$ cat src/rtl/kwdt_pkg.sv
// kwdt_pkg: constants and types shared by the keyed watchdog files
// assumes an 8-bit peripheral register bus with a 16-bit byte address
package kwdt_pkg;
   // register addresses
   localparam logic [15:0] KWDT_ADDR_COUNT = 16'h7023;
   localparam logic [15:0] KWDT_ADDR_KEY = 16'h7025;
   localparam logic [15:0] KWDT_ADDR_CTRL = 16'h7029;
   // service key values
   localparam logic [7:0] KWDT_KEY_ARM = 8'h55;
   localparam logic [7:0] KWDT_KEY_CLEAR = 8'hAA;
   // control register field positions
   localparam int KWDT_CTRL_FLAG_BIT = 7;
   localparam int KWDT_CTRL_DIS_BIT = 6;
   localparam int KWDT_CTRL_CHK_HI = 5;
   localparam int KWDT_CTRL_CHK_LO = 3;
   localparam int KWDT_CTRL_PS_HI = 2;
   localparam int KWDT_CTRL_PS_LO = 0;
   // expected integrity pattern and reset values
   localparam logic [2:0] KWDT_CHK_PATTERN = 3'h5;
   localparam logic [2:0] KWDT_CHK_READ = 3'h0;
   localparam logic [2:0] KWDT_PS_RESET = 3'h0;
   localparam logic [7:0] KWDT_COUNT_RESET = 8'h00;
   localparam logic [7:0] KWDT_RDATA_UNMAPPED = 8'h00;
   // tick divider: cpu clock output divided by 512
   localparam int KWDT_TICK_DIV = 512;
   localparam int KWDT_DIV_W = $clog2(KWDT_TICK_DIV);
   localparam logic [KWDT_DIV_W-1:0] KWDT_DIV_LAST = 9'h1FF;
   localparam int KWDT_PRE_W = 6;
   localparam int KWDT_COUNT_W = 8;

   // register bus request from the cpu
   typedef struct packed {
      logic [15:0] addr;
      logic wr;
      logic rd;
      logic [7:0] wdata;
   } kwdt_bus_req_t;

   // prescaler state
   typedef struct packed {
      logic [KWDT_PRE_W-1:0] pre;
   } kwdt_pre_state_t;

   // main block state
   typedef struct packed {
      logic [KWDT_DIV_W-1:0] div;
      logic tick;
      logic [KWDT_COUNT_W-1:0] count;
      logic ovf_pending;
      logic armed;
      logic flag;
      logic dis;
      logic [2:0] chk;
      logic [2:0] ps;
      logic sys_reset;
      logic [7:0] rdata;
      logic pin_meta;
      logic pin_sync;
      logic cause_seen;
   } kwdt_state_t;
endpackage

$ cat src/rtl/kwdt_prescale.sv
// kwdt_prescale: 6-bit free-running tick prescaler with tap select
// assumes tick is a one-cycle pulse on clk; cleared only by rst
`timescale 1ns/1ps
module kwdt_prescale
   import kwdt_pkg::*;
(
   // clock and reset
   input wire logic clk,
   input wire logic rst,
   // tick in, select, counter clock out
   input wire logic tick,
   input wire logic [2:0] sel,
   output logic count_pulse
);
   kwdt_pre_state_t state_reg;
   kwdt_pre_state_t state_next;
   logic [KWDT_PRE_W:0] tap;

   // tap 0 is the raw tick; tap k fires when the low k bits roll over
   assign tap[0] = tick;
   genvar k;
   generate
      for (k = 1; k <= KWDT_PRE_W; k++) begin : g_tap
         assign tap[k] = tick & (&state_reg.pre[k-1:0]);
      end
   endgenerate

   // selection 00x is the raw tick, 010..111 divide by 2..64
   always_comb begin
      state_next = state_reg;
      if (tick) begin
         state_next.pre = state_reg.pre + 6'h01;
      end
      if (sel[2:1] == 2'h0) begin
         count_pulse = tap[0];
      end else begin
         count_pulse = tap[sel - 3'h1];
      end
   end

   // only a system reset clears it; key service never touches it
   always_ff @(posedge clk or posedge rst) begin
      if (rst) begin
         state_reg <= '0;
      end else begin
         state_reg <= state_next;
      end
   end
endmodule

$ cat src/rtl/kwdt_top.sv
// kwdt_top: keyed watchdog with tick divider, key logic and control register
// assumes clk is the cpu clock output and the bus request is on clk;
// the disable pin is asynchronous and is synchronised here
`timescale 1ns/1ps
module kwdt_top
   import kwdt_pkg::*;
(
   // clock and reset
   input wire logic clk,
   input wire logic rst,
   // cpu status
   input wire logic cpu_suspend,
   input wire logic cpu_halt,
   input wire logic reset_by_wd,
   // external pin
   input wire logic program_supply_pin,
   // register bus
   input wire kwdt_bus_req_t bus_req,
   output logic [7:0] bus_rdata,
   // outputs
   output logic wd_tick_clock,
   output logic sys_reset_out,
   output logic wd_enabled
);
   kwdt_state_t state_reg;
   kwdt_state_t state_next;
   logic count_pulse;
   logic enabled;
   logic key_wr;
   logic ctrl_wr;
   logic bad_key;
   logic wd_event;
   logic [7:0] ctrl_view;

   // counter clock from the prescaler taps
   kwdt_prescale u_prescale (
      .clk(clk),
      .rst(rst),
      .tick(state_reg.tick),
      .sel(state_reg.ps),
      .count_pulse(count_pulse)
   );

   // decode and derived levels
   assign enabled = ~(state_reg.pin_sync & state_reg.dis);
   assign key_wr = bus_req.wr && (bus_req.addr == KWDT_ADDR_KEY);
   assign ctrl_wr = bus_req.wr && (bus_req.addr == KWDT_ADDR_CTRL);
   assign bad_key = key_wr && (bus_req.wdata != KWDT_KEY_ARM)
      && (bus_req.wdata != KWDT_KEY_CLEAR);
   // control view hides the check bits
   assign ctrl_view = {state_reg.flag, state_reg.dis, KWDT_CHK_READ, state_reg.ps};

   // outputs from flip-flops; wd_enabled is gated from pin_sync and dis
   assign bus_rdata = state_reg.rdata;
   assign sys_reset_out = state_reg.sys_reset;
   assign wd_enabled = enabled;
   // tick level shown on the pin only while enabled
   assign wd_tick_clock = state_reg.div[KWDT_DIV_W-1] & enabled;

   always_comb begin
      state_next = state_reg;
      wd_event = 1'b0;

      // pin synchroniser: second stage alone feeds logic
      state_next.pin_meta = program_supply_pin;
      state_next.pin_sync = state_reg.pin_meta;

      // divider frozen in suspend and halt, no register gates it
      state_next.tick = 1'b0;
      if (!cpu_suspend && !cpu_halt) begin
         state_next.div = state_reg.div + 9'h001;
         state_next.tick = (state_reg.div == KWDT_DIV_LAST);
      end

      // counter advances while enabled; wrap marks overflow
      if (count_pulse && enabled) begin
         if (state_reg.ovf_pending) begin
            wd_event = 1'b1;
         end
         state_next.count = state_reg.count + 8'h01;
         if (&state_reg.count) begin
            state_next.ovf_pending = 1'b1;
         end
      end

      // key handling; clear leaves the prescaler alone
      if (key_wr) begin
         if (bus_req.wdata == KWDT_KEY_ARM) begin
            state_next.armed = 1'b1;
         end else if (bus_req.wdata == KWDT_KEY_CLEAR) begin
            if (state_reg.armed) begin
               state_next.count = KWDT_COUNT_RESET;
               state_next.ovf_pending = 1'b0;
               state_next.armed = 1'b0;
            end
         end else begin
            wd_event = 1'b1;
         end
      end

      // control register writes
      if (ctrl_wr) begin
         if (bus_req.wdata[KWDT_CTRL_FLAG_BIT]) begin
            state_next.flag = 1'b0;
         end
         if (state_reg.pin_sync) begin
            state_next.dis = bus_req.wdata[KWDT_CTRL_DIS_BIT];
         end
         state_next.chk = bus_req.wdata[KWDT_CTRL_CHK_HI:KWDT_CTRL_CHK_LO];
         // a bad pattern in the write resets at once, not a cycle later
         if (bus_req.wdata[KWDT_CTRL_CHK_HI:KWDT_CTRL_CHK_LO] != KWDT_CHK_PATTERN) begin
            wd_event = 1'b1;
         end
         state_next.ps = bus_req.wdata[KWDT_CTRL_PS_HI:KWDT_CTRL_PS_LO];
      end

      // integrity check runs every cycle, so corruption is caught too
      if (state_reg.chk != KWDT_CHK_PATTERN) begin
         wd_event = 1'b1;
      end

      // strap-like cause input caught once after reset release
      if (!state_reg.cause_seen) begin
         state_next.cause_seen = 1'b1;
         if (reset_by_wd) begin
            state_next.flag = 1'b1;
         end
      end

      // event sets flag and reset regardless of old flag; set beats clear
      if (wd_event) begin
         state_next.flag = 1'b1;
         state_next.sys_reset = 1'b1;
      end

      // registered read data; counter readable any time
      if (bus_req.rd) begin
         if (bus_req.addr == KWDT_ADDR_COUNT) begin
            state_next.rdata = state_reg.count;
         end else if (bus_req.addr == KWDT_ADDR_KEY) begin
            state_next.rdata = ctrl_view;
         end else if (bus_req.addr == KWDT_ADDR_CTRL) begin
            state_next.rdata = ctrl_view;
         end else begin
            state_next.rdata = KWDT_RDATA_UNMAPPED;
         end
      end
   end

   // state register; counting starts right after release
   always_ff @(posedge clk or posedge rst) begin
      if (rst) begin
         state_reg <= '0;
         state_reg.count <= KWDT_COUNT_RESET;
         state_reg.ps <= KWDT_PS_RESET;
         state_reg.chk <= KWDT_CHK_PATTERN;
      end else begin
         state_reg <= state_next;
      end
   end
endmodule

$ cat config.mk
export PLATFORM = sky130hd
export DESIGN_NAME = kwdt_top
export DESIGN_NICKNAME = d
export VERILOG_FILES = /design/src/rtl/kwdt_pkg.sv /design/src/rtl/kwdt_prescale.sv /design/src/rtl/kwdt_top.sv
export SDC_FILE = /design/constraint.sdc
export NUM_CORES = 1
export LEC_CHECK = 0
export BUFFER_PORTS_ARGS = -buffer_cell sky130_fd_sc_hd__buf_2
export CORE_ASPECT_RATIO = 1.1
export CORE_UTILIZATION = 60
export CTS_BUF_LIST = sky130_fd_sc_hd__clkbuf_8
export CTS_CLUSTER_DIAMETER = 40
export DETAILED_ROUTE_END_ITERATION = 8
export GPL_TIMING_DRIVEN = 1
export PLACE_DENSITY = 0.84
export RECOVER_POWER = 50
export SLEW_MARGIN = 20
export SYNTH_ARGS = -nofsm -noshare
export SYNTH_HDL_FRONTEND = slang
export SYNTH_SLANG_ARGS = --single-unit
$ cat constraint.sdc
create_clock -name clk -period 6.68 [get_ports clk]
set_clock_uncertainty 0.2 [all_clocks]
set_input_delay 1.336 -clock clk [delete_from_list [all_inputs] [get_ports clk]]
set_output_delay 1.336 -clock clk [all_outputs]
set_load 0.01 [all_outputs]
== After elaboration in Yosys (flattened, before gate mapping) ==
Index checks and enable logic that the tools add are counted.

* Word-level logic and storage cells: 81
* Register bits after elaboration: 46
* Output and inout bits: 11
* Input bits: 32

* $add $sub $neg: 4
* Equality and inequality tests: 8
* $lt $le $gt $ge: 1
* Multiplexer cells: 28
* Reductions and logical operators: 16
* Bitwise gates (word level): 9

{| class="wikitable"
|+ Operators by type and width
! operator !! number
|-
| 16-bit by 15-bit equality test with 1-bit output, second input constant || 3
|-
| 8-bit 2-to-1 mux || 4
|-
| 10-bit 2-to-1 mux || 3
|-
| 1-bit 2-to-1 mux || 18
|-
| 9-bit 2-to-1 mux || 2
|-
| 9-bit by 1-bit adder with 9-bit output, second input constant || 1
|-
| 9-bit equality test, second input constant || 1
|-
| 8-bit by 1-bit adder with 8-bit output, second input constant || 1
|-
| 1-bit AND || 8
|-
| 8-bit by 7-bit equality test with 1-bit output, second input constant || 1
|-
| 8-bit equality test, second input constant || 1
|-
| 8-bit AND reduction || 1
|-
| 6-bit by 1-bit adder with 6-bit output, second input constant || 1
|-
| 3-bit inequality test, second input constant || 2
|-
| 2-bit AND reduction || 3
|-
| 6-bit AND reduction || 1
|-
| 5-bit AND reduction || 1
|-
| 1-bit logical AND || 4
|-
| 3-bit by 4-bit less-than comparator with 1-bit output, second input constant || 1
|-
| 4-bit AND reduction || 1
|-
| 1-bit binary-select mux with 3-bit select || 1
|-
| 3-bit AND reduction || 1
|-
| 3-bit by 1-bit subtractor with 3-bit output, second input constant || 1
|-
| 1-bit zero test || 2
|-
| 3 further kinds || 3
|}

== Logic depth before layout (Yosys ltp) ==
Gate-level depths: netlist of run 1.

* Word-level depth: 14
* Mapped depth: 9
* Depth with buffers taken out: 8

== Cells and area by module ==
A second synthesis of run 1 with hierarchy kept.

* Cells, all modules: 213
* Area, all modules: 2,314.7 um2

{| class="wikitable"
|+ Modules (own cells, without submodules)
! module !! times used !! area an instance (um2) !! cells each !! seq. area each (um2)
|-
| kwdt_top || 1 || 1,938.1 || 179 || 1,003.5
|-
| kwdt_prescale || 1 || 376.6 || 34 || 150.1
|}

== Worst setup path before layout of run 1 ==
Ideal clock, no wire load.

* Kind: input-to-reg
* From: input port bus_req[21] (netlist bit)
* To: register state_reg (netlist bit ctrl_view[2])
* Buffers on the path: 1
* Required time: 6,355 ps
* Slack: 3,788 ps
* Data arrival time: 2,567 ps
* Library setup time: 125 ps
* Cell stages on the path: 5
* Cells stage by stage: nor4bb_1 -> and4_1 -> and2_1 -> buf_4 -> mux2_2

* Cells in the longest elaborated chain, start to end: 2

{| class="wikitable"
|+ RTL lines
! what !! RTL line !! text
|-
| start: declaration || kwdt_top.sv:18 || <nowiki>input wire kwdt_bus_req_t bus_req,</nowiki>
|-
| 16-bit by 15-bit equality test with 1-bit output || kwdt_top.sv:47 || <nowiki>assign ctrl_wr = bus_req.wr && (bus_req.addr == KWDT_ADDR_CTRL);</nowiki>
|-
| 1-bit logical AND || kwdt_top.sv:47 ||
|-
| end signal: assignment || kwdt_top.sv:158 || <nowiki>state_reg <= state_next;</nowiki>
|-
| end: declaration || kwdt_top.sv:25 || <nowiki>kwdt_state_t state_reg;</nowiki>
|}

No other way between the ends.
A chain may end at the register's enable or synchronous reset.

==> run metrics, run 1 <==
status=finished, violations left; failing checks=capacitance limit, slew limit; vias in the first global route=1598; Critical Path AT=3.15 ns; share of cells above drive strength 1=27.8%; Finished Cell Area=2640 um^2; flops & latches, synth=46; Lkg Pwr=0.00119 uW; Async SR Flop Fraction=100%; PwrDens=213 nW/um^2; largest net degree at the start of global routing=47; DR iter-0 viols=86; commonest cells after routing, fill and taps aside=dfrtp_1, buf_2, nor2_1; vias after detailed routing=1778; Post-Synth XOR/XNOR Area=4.84%; register area=1150 um^2; P&R area growth vs syn=12.1%; Synth Area in Compound Gates=11.6%; IO buf count=42; wire per inst=13.1 um; CP required=6.40 ns; final total power=562 uW; die area=4180 um^2; global placement routability congestion=0.814; RR Startpoint=ctrl_view[0]; CP endpoint kind=asynchronous set/reset pin; Starting Density=63.9%; Hold Fails Final Rpt=0; top-area cell type share of the netlist area=46.8%; Max-Cap Viols=1; maximum vdd drop=168 uV; CTS root buf=clkbuf_8; Seq pwr share=56.2%; Pint=431 uW; Mapped Area=2350 um^2; most common flop cell mapped by yosys=dfrtp_1; relative slew slack=-57.0%; CP Class=in2async; RSZ-0062 raised after global routing=no; Clk pwr share=34.4%; Distinct cells, synth=43; GRT overflow=0; Logic pwr share=9.4%; max FFs per register=25; TritonCTS Buffers=5; Post-synth EDFFs=0; io pins=43; CTS max path bufs=2; H-Tree Depth=2; main combinational cell family by area after synthesis=simple AND/OR/NAND/NOR gates; first-pass GRT wire length=6970 um; CTS tree=built; clock sink count=46; worst skew pair latency=0.30 ns; Synth area leader=dfrtp_1; hold crit path type=reg2reg; Worst Setup EP=bus_rdata[1]; max frequency=292 MHz; Tightest Pin Transition=2.36 ns; CORE AREA=3680 um^2; Placed Area=2530 um^2; capture point of the worst reg-to-reg path=state_reg[21]; mux cell area share after synthesis=4.78%; initial antenna violation count=0; crit-path max FO=46; Area contributors post-synth=dfrtp_1, mux2_2, ha_1; Final Setup Violations=0; FF-to-FF path depth=7; GRT Util Overall=22.9%; synthesized area per cell=10.5 um^2; die height=67.7 um; Synth Area in Adders=3.72%; Yosys warnings=0; switch share=23.4%; detailed-route DRC error count=0; fin crit period=3.42 ns; Crit. Startpoint=rst; # nets final=301; Post-Syn Instances=225; Seq/Total Area, Yosys=49.0%; Clock Pin Slew Worst Setup and Hold Paths=0.08 ns; Tcrit/Tclk final=51.3%; reg2reg setup slack=4.11 ns; Hold Buf Count CTS=0; Total Neg Setup Slack=0 ns; final WL=4110 um; Antenna diodes=0; FILL cells=318; Slew Limit Fails=47; startpoint types=input port; syn_nets=264; commonest non-fill, non-tap cell in the layout=dfrtp_1; Post-DRT Antenna Nets=0; post-synthesis simple-gate area fraction=20.0%; area of the multi-input gates=1060 um^2; drt via density=5.68; Die X=61.7 um; CTS resizes=0; # Post-CTS Setup Buffers=0; Cell Rows=23; Psw=132 uW; dpl hpwl=3010 um; first drt pass iteration count=4
## through the flow
step	std cells	hold slack [ns]	setup slack [ns]	utilization, %
after global placement	305	0.136	3.52	68.8
after floorplan	225	0.131	3.79	-
after detailed placement	305	0.146	3.45	68.8
final	313	0.160	3.26	71.6
after CTS	313	0.165	3.78	71.7
after global routing	313	0.173	2.64	71.6
## worst min-delay path by stage
stage	start	to	depth (start not counted)
final	state_next[1]	state_reg[1]	0
after global routing	state_next[1]	state_reg[1]	0
after CTS	state_next[1]	state_reg[1]	0
after detailed placement	state_next[1]	state_reg[1]	0
after global placement	state_next[1]	state_reg[1]	0
after floorplan	state_next[1]	state_reg[1]	0
## cell type report
| type | count | area share (%) |
|---|---|---|
| inverters | 10 | 1.42 |
| flip-flops and latches | 46 | 43.7 |
| repair buffers | 43 | 8.11 |
| multi-input cells | 156 | 40.2 |
| clock buffers | 8 | 4.17 |
| well taps | 50 | 2.37 |
## power by group through the flow
| stage | clock (uW) | combinational [uW] | sequential [uW] |
|---|---|---|---|
| after CTS | 199 | 54.8 | 316 |
| after global routing | 209 | 60.5 | 318 |
| final | 193 | 53.1 | 316 |
| after detailed placement | 0 | 54.8 | 321 |
| after floorplan | 0 | 38.0 | 317 |
| after global placement | 0 | 52.1 | 320 |
## synth_stat cells (all sizes together) (2+ instances only)
master and n:
nor4bb 2, mux2 10, inv 10, o31ai 2
dfrtp 44, or3 5, nor4 2, ha 7
nand3b 4, a22oi 5, nand3 14, or4 2
nand2 15, dfstp 2, o211ai 2, nor2 17
or4bb 2, a21oi 15, nand4 5, buf 12
o21ai 11, xnor2 8, and3b 2, and3 4
nor2b 2, and2 3, xor2 5
## worst max-delay path: stages
cell,delay [ns]
buf_2,0.10
clkinv_1,0.03
clkbuf_1,1.67
## per-layer routing
| layer | vias to the layer above | wire length, um | track usage, % |
|---|---|---|---|
| met5 | - | 0 | 0 |
| met4 | 0 | 103 | 9.17 |
| met3 | 11 | 219 | 5.94 |
| met2 | 58 | 1870 | 35.3 |
| met1 | 845 | 1920 | 30.6 |
| li1 | 864 | - | - |
## kinds of logic after synthesis
group / count (synthesis)
other cells: 1
xor+xnor: 13
simple gates: 84
fa+ha+maj: 7
compound gates: 41
mux: 10
flops: 46
buf+inv: 23
No activity file was read; power rests on OpenSTA's default activity.
==> run 2, diff against run 1 <==
Settings changed: CORE_UTILIZATION 60 to 57, PLACE_DENSITY 0.84 to 0.8.
Clock period 6.68 ns to 3.34 ns, I/O delays scaled along.
==> run metrics, run 2 (synthesized netlist as in run 1, its figures left out) <==
CP Cell Sequence=inv_1 > ha_1 > or2b_1 > o221a_2 > o311ai_4 > or3_2 > a21oi_1; Lkg Pwr=0.00118 uW (-0.81%); max frequency=384 MHz; TritonCTS Buffers=5 (unchanged); Setup WS pre-CTS=0.747 ns (-2.70 ns); CP endpoint kind=flip-flop; CTS max path bufs=2 (unchanged); CTS root buf=clkbuf_8; CTS tree=built; # Post-CTS Setup Buffers=0 (unchanged); GRT Util Overall=22.6% (-0.34 points); CORE AREA=3960 um^2 (+7.6%); startpoint types=flip-flop; CP required=3.33 ns (-3.07 ns); relative slew slack=29.5% (+87 points); Clock Pin Slew Worst Setup and Hold Paths=0.09 ns (about the same); Worst Slack Setup Final=0.733 ns (-2.52 ns); Total Neg Setup Slack=0 ns (unchanged); CTS resizes=0 (unchanged); io pins=43 (unchanged); Cell Rows=24 (+4.3%); maximum vdd drop=321 uV (+91%); Tcrit/Tclk final=78.0%; Placed Area=2530 um^2 (about the same); final WL=4380 um (+6.5%); Antenna diodes=0 (unchanged); Final Setup Violations=0 (unchanged); P&R area growth vs syn=11.4%; Hold Fails Final Rpt=0 (unchanged); WP buf/inv=1 (-2); slowest stage delay, CP=0.59 ns (-1.08 ns); largest net degree at the start of global routing=29 (-38%); CP Class=reg2reg; first drt pass iteration count=4 (unchanged); die area=4390 um^2 (+5.1%); Die X=63.3 um (+2.5%); vias in the first global route=1700 (+6.4%); status=complete, no violations; Critical Path AT=2.60 ns (-0.55 ns); crit-path max FO=18 (-61%); max FFs per register=25 (unchanged); worst hold slack=0.154 ns (-0.00626 ns); hold crit path type=reg2reg; Hold Buf Count CTS=0 (unchanged); Post-DRT Antenna Nets=0 (unchanged); PwrDens=410 nW/um^2 (+92%); CP max stage cell=o311ai_4; first-pass GRT wire length=7600 um (+9.1%); die height=69.4 um (+2.5%); H-Tree Depth=2 (unchanged); Starting Density=59.4% (-4.5 points); global placement routability congestion=0.821 (+0.96%); Final Util=66.1% (-5.5 points); worst skew pair latency=0.30 ns (about the same); dpl hpwl=3210 um (+6.9%); Slew Limit Fails=0 (-100%); fin crit period=2.61 ns; share of cells above drive strength 1=27.8% (unchanged); RSZ-0062 raised after global routing=no; Max-Cap Viols=0 (-1); Tightest Pin Transition=1.06 ns (-1.30 ns); # nets final=301 (unchanged); CP top delay family=compound AO/OA/AOI/OAI gates; commonest cells after routing, fill and taps aside=dfrtp_1, buf_2, nor2_1; drt via density=5.52 (-2.8%); FILL cells=357 (+12%); detailed-route DRC error count=0 (unchanged); commonest non-fill, non-tap cell in the layout=dfrtp_1; DR iter-0 viols=79 (-8.1%); IO buf count=42 (unchanged); GRT overflow=0 (unchanged); wire per inst=13.9 um (+5.9%); vias after detailed routing=1740 (-2.1%); Finished Cell Area=2620 um^2 (-0.66%); clock sink count=46 (unchanged); initial antenna violation count=0 (unchanged)
[run 2: worst paths after layout]
| check | from | end | slack [ns] | cells past startpoint |
|---|---|---|---|---|
| worst max register to register | ctrl_view[0] | state_reg[25] | 0.73 | 7 |
| worst min-delay path | state_next[1] | state_reg[1] | 0.15 | 0 |
| min in group asynchronous | rst | state_next[1] | 0.41 | 2 |
| worst min register to register | state_next[1] | state_reg[1] | 0.15 | 0 |
| worst max-delay path | ctrl_view[0] | state_reg[25] | 0.73 | 7 |
| max in group asynchronous | rst | bus_rdata[0] | 1.10 | 3 |
[run 2: final cells by class]
cell class	count	area, um^2	share of cell area, %
Clock buffer	5	68.8	2.63
Inverter	10	37.5	1.43
Sequential cell	46	1150	44.0
Tap cell	52	65.1	2.48
Multi-Input combinational cell	156	1060	40.5
Timing Repair Buffer	43	214	8.16
Clock inverter	3	21.3	0.811
[run 2: per-stage QoR]
step	power, uW	instances
2_1_floorplan	711	225
3_3_place_gp	745	307
3_5_place_dp	750	307
4_1_cts	1080	315
5_1_grt	1130	315
6_report	1070	315
[run 2: power breakdown]
| part | internal (uW) | switching, uW |
|---|---|---|
| Combinational | 55.4 | 51.1 |
| Sequential | 597 | 33.7 |
| Clock | 147 | 190 |
| Total | 799 | 275 |
[run 2: layer usage]
layer / wire length [um] / GRT usage, % / part of all wire [%] / up-vias
met5: 0 / 0 / 0 / -
met4: 72 / 9.60 / 1.6 / 0
met3: 161 / 5.43 / 3.7 / 7
met2: 2050 / 35.2 / 47 / 44
met1: 2090 / 30.1 / 48 / 828
li1: - / - / - / 861
==> run 3, diff against run 2 <==
Clock period 3.34 ns to 2.6 ns, I/O delays scaled along.
==> run metrics, run 3 (synthesized netlist as in run 1, its figures left out) <==
CTS max path bufs=2 (unchanged); DR iter-0 viols=46 (-42%); FILL cells=332 (-7.0%); GRT met3 Usage=4.93% (-0.49 points); Hold Buf Count CTS=0 (unchanged); # nets final=309 (+2.7%); worst hold slack=0.117 ns (-0.0371 ns); met2 usage=33.9% (-1.3 points); Clock Pin Slew Worst Setup and Hold Paths=0.09 ns (about the same); CP endpoint kind=flip-flop; Die X=63.3 um (unchanged); CTS root buf=clkbuf_8; first drt pass iteration count=4 (unchanged); initial antenna violation count=0 (unchanged); worst skew pair latency=0.30 ns (about the same); GRT Util Overall=22.0% (-0.61 points); die height=69.4 um (unchanged); drt via density=5.54 (+0.33%); GRT busiest layer=met2; IO buf count=42 (unchanged); die area=4390 um^2 (unchanged); io pins=43 (unchanged); crit-path max FO=18 (unchanged); maximum vdd drop=383 uV (+19%); Seq pwr share=54.6% (-4.1 points); Clk pwr share=36.0% (+4.6 points); status=complete, no violations; Starting Density=59.4% (unchanged); Critical Path AT=2.51 ns (-0.09 ns); CORE AREA=3960 um^2 (unchanged); PwrDens=544 nW/um^2 (+33%); WP buf/inv=1 (unchanged); max FFs per register=25 (unchanged); P&R area growth vs syn=15.8%; CTS tree=built; CP max stage cell=or4_1; CP required=2.63 ns (-0.70 ns); Tcrit/Tclk final=95.4% (+17 points); Max-Cap Viols=0 (unchanged); Post-DRT Antenna Nets=0 (unchanged); Final Util=68.8% (+2.7 points); wire per inst=13.5 um (-3.1%); CP Cell Sequence=ha_4 > and3_1 > ha_1 > nand3b_1 > a211oi_2 > o311ai_4 > buf_12 > or4_1 > a21oi_1; largest net degree at the start of global routing=47 (+62%); CP top delay family=simple AND/OR/NAND/NOR gates; detailed-route DRC error count=0 (unchanged); TritonCTS Buffers=5 (unchanged); Tightest Pin Transition=1.08 ns (+0.0197 ns); vias in the first global route=1651 (-2.9%); Lkg Pwr=0.00124 uW (+4.5%); relative slew slack=28.3% (-1.2 points); final WL=4350 um (-0.68%); H-Tree Depth=2 (unchanged); Antenna diodes=0 (unchanged); GRT overflow=0 (unchanged); Psw=355 uW (+29%); vias after detailed routing=1790 (+2.9%); commonest non-fill, non-tap cell in the layout=dfrtp_1; Slew Limit Fails=0 (unchanged); first-pass GRT wire length=7430 um (-2.3%); share of cells above drive strength 1=30.3% (+2.5 points); Pint=1130 uW (+41%); hold crit path type=in2reg; dpl hpwl=3100 um (-3.6%); fin crit period=2.48 ns (-0.127 ns); startpoint types=flip-flop; final total power=1480 uW (+38%); switch share=24.0% (-1.7 points); max frequency=403 MHz (+5.1%); CP Class=reg2reg; slowest stage delay, CP=0.50 ns (-0.09 ns); global placement routability congestion=0.774 (-5.8%); clock sink count=46 (unchanged); Cell Rows=24 (unchanged); Logic pwr share=9.4% (-0.5 points); Final Setup Violations=0 (unchanged); Hold Fails Final Rpt=0 (unchanged); met1 Resource Use GR=29.5% (-0.68 points); commonest cells after routing, fill and taps aside=dfrtp_1, buf_2, nor2_1
-- run 3: cell types whose count changed in the layout (fill, tap and decap cells not counted), sizes merged --
| cell | previous run | this run |
|---|---|---|
| buf | 42 | 49 |
| bufinv | 0 | 1 |
| clkbuf | 6 | 7 |
| clkinvlp | 1 | 0 |
-- run 3: metrics by stage --
stage / area (um^2) / worst slack (ns) / instances / setup TNS (ns)
floorplan: 2350 / 0.311 / 225 / 0
global placement: 2590 / 0.181 / 313 / 0
detailed placement: 2590 / 0.0693 / 313 / 0
CTS: 2710 / 0.0536 / 321 / 0
global route: 2730 / -0.0291 / 323 / -0.0291
finish: 2730 / 0.120 / 323 / 0
-- run 3: layout make-up --
class	count	area [um^2]	share of cell area, %
clock buffer	5	68.8	2.52
timing repair buffer	51	284	10.4
sequential	46	1150	42.3
clock inverter	3	43.8	1.61
inverter	10	37.5	1.38
tap	52	65.1	2.39
multi-input combinational	156	1070	39.4
-- run 3: final timing paths --
path	from	end	slack, ns	cells past startpoint
max	u_prescale.state_reg[0]	state_reg[29]	0.12	9
min	program_supply_pin	state_next[1]	0.12	1
max reg2reg	u_prescale.state_reg[0]	state_reg[29]	0.12	9
min reg2reg	state_next[1]	state_reg[1]	0.16	0
max in group asynchronous	rst	state_reg[29]	1.21	3
min in group asynchronous	rst	state_next[1]	0.34	3
-- run 3: per-layer routing --
metal / wire, um / up-vias / share of wire [%]
met4: 76 / 0 / 1.7
met2: 2080 / 44 / 48
met5: 0 / - / 0
met3: 166 / 7 / 3.8
met1: 2030 / 856 / 47
li1: - / 883 / -
-- run 3: timing repair --
action | CTS | global route
hold endpoints to repair | 0 | 0
endpoints found under the setup margin | 0 | 4
resized for setup | 0 | 2
buffers inserted | 0 | 2
-- run 3: power by group through the flow --
stage | clock network (uW) | logic (uW) | registers [uW]
floorplan | 0 | 97.7 | 816
global placement | 0 | 136 | 823
detailed placement | 0 | 142 | 825
CTS | 545 | 144 | 810
global route | 577 | 160 | 819
finish | 534 | 139 | 810
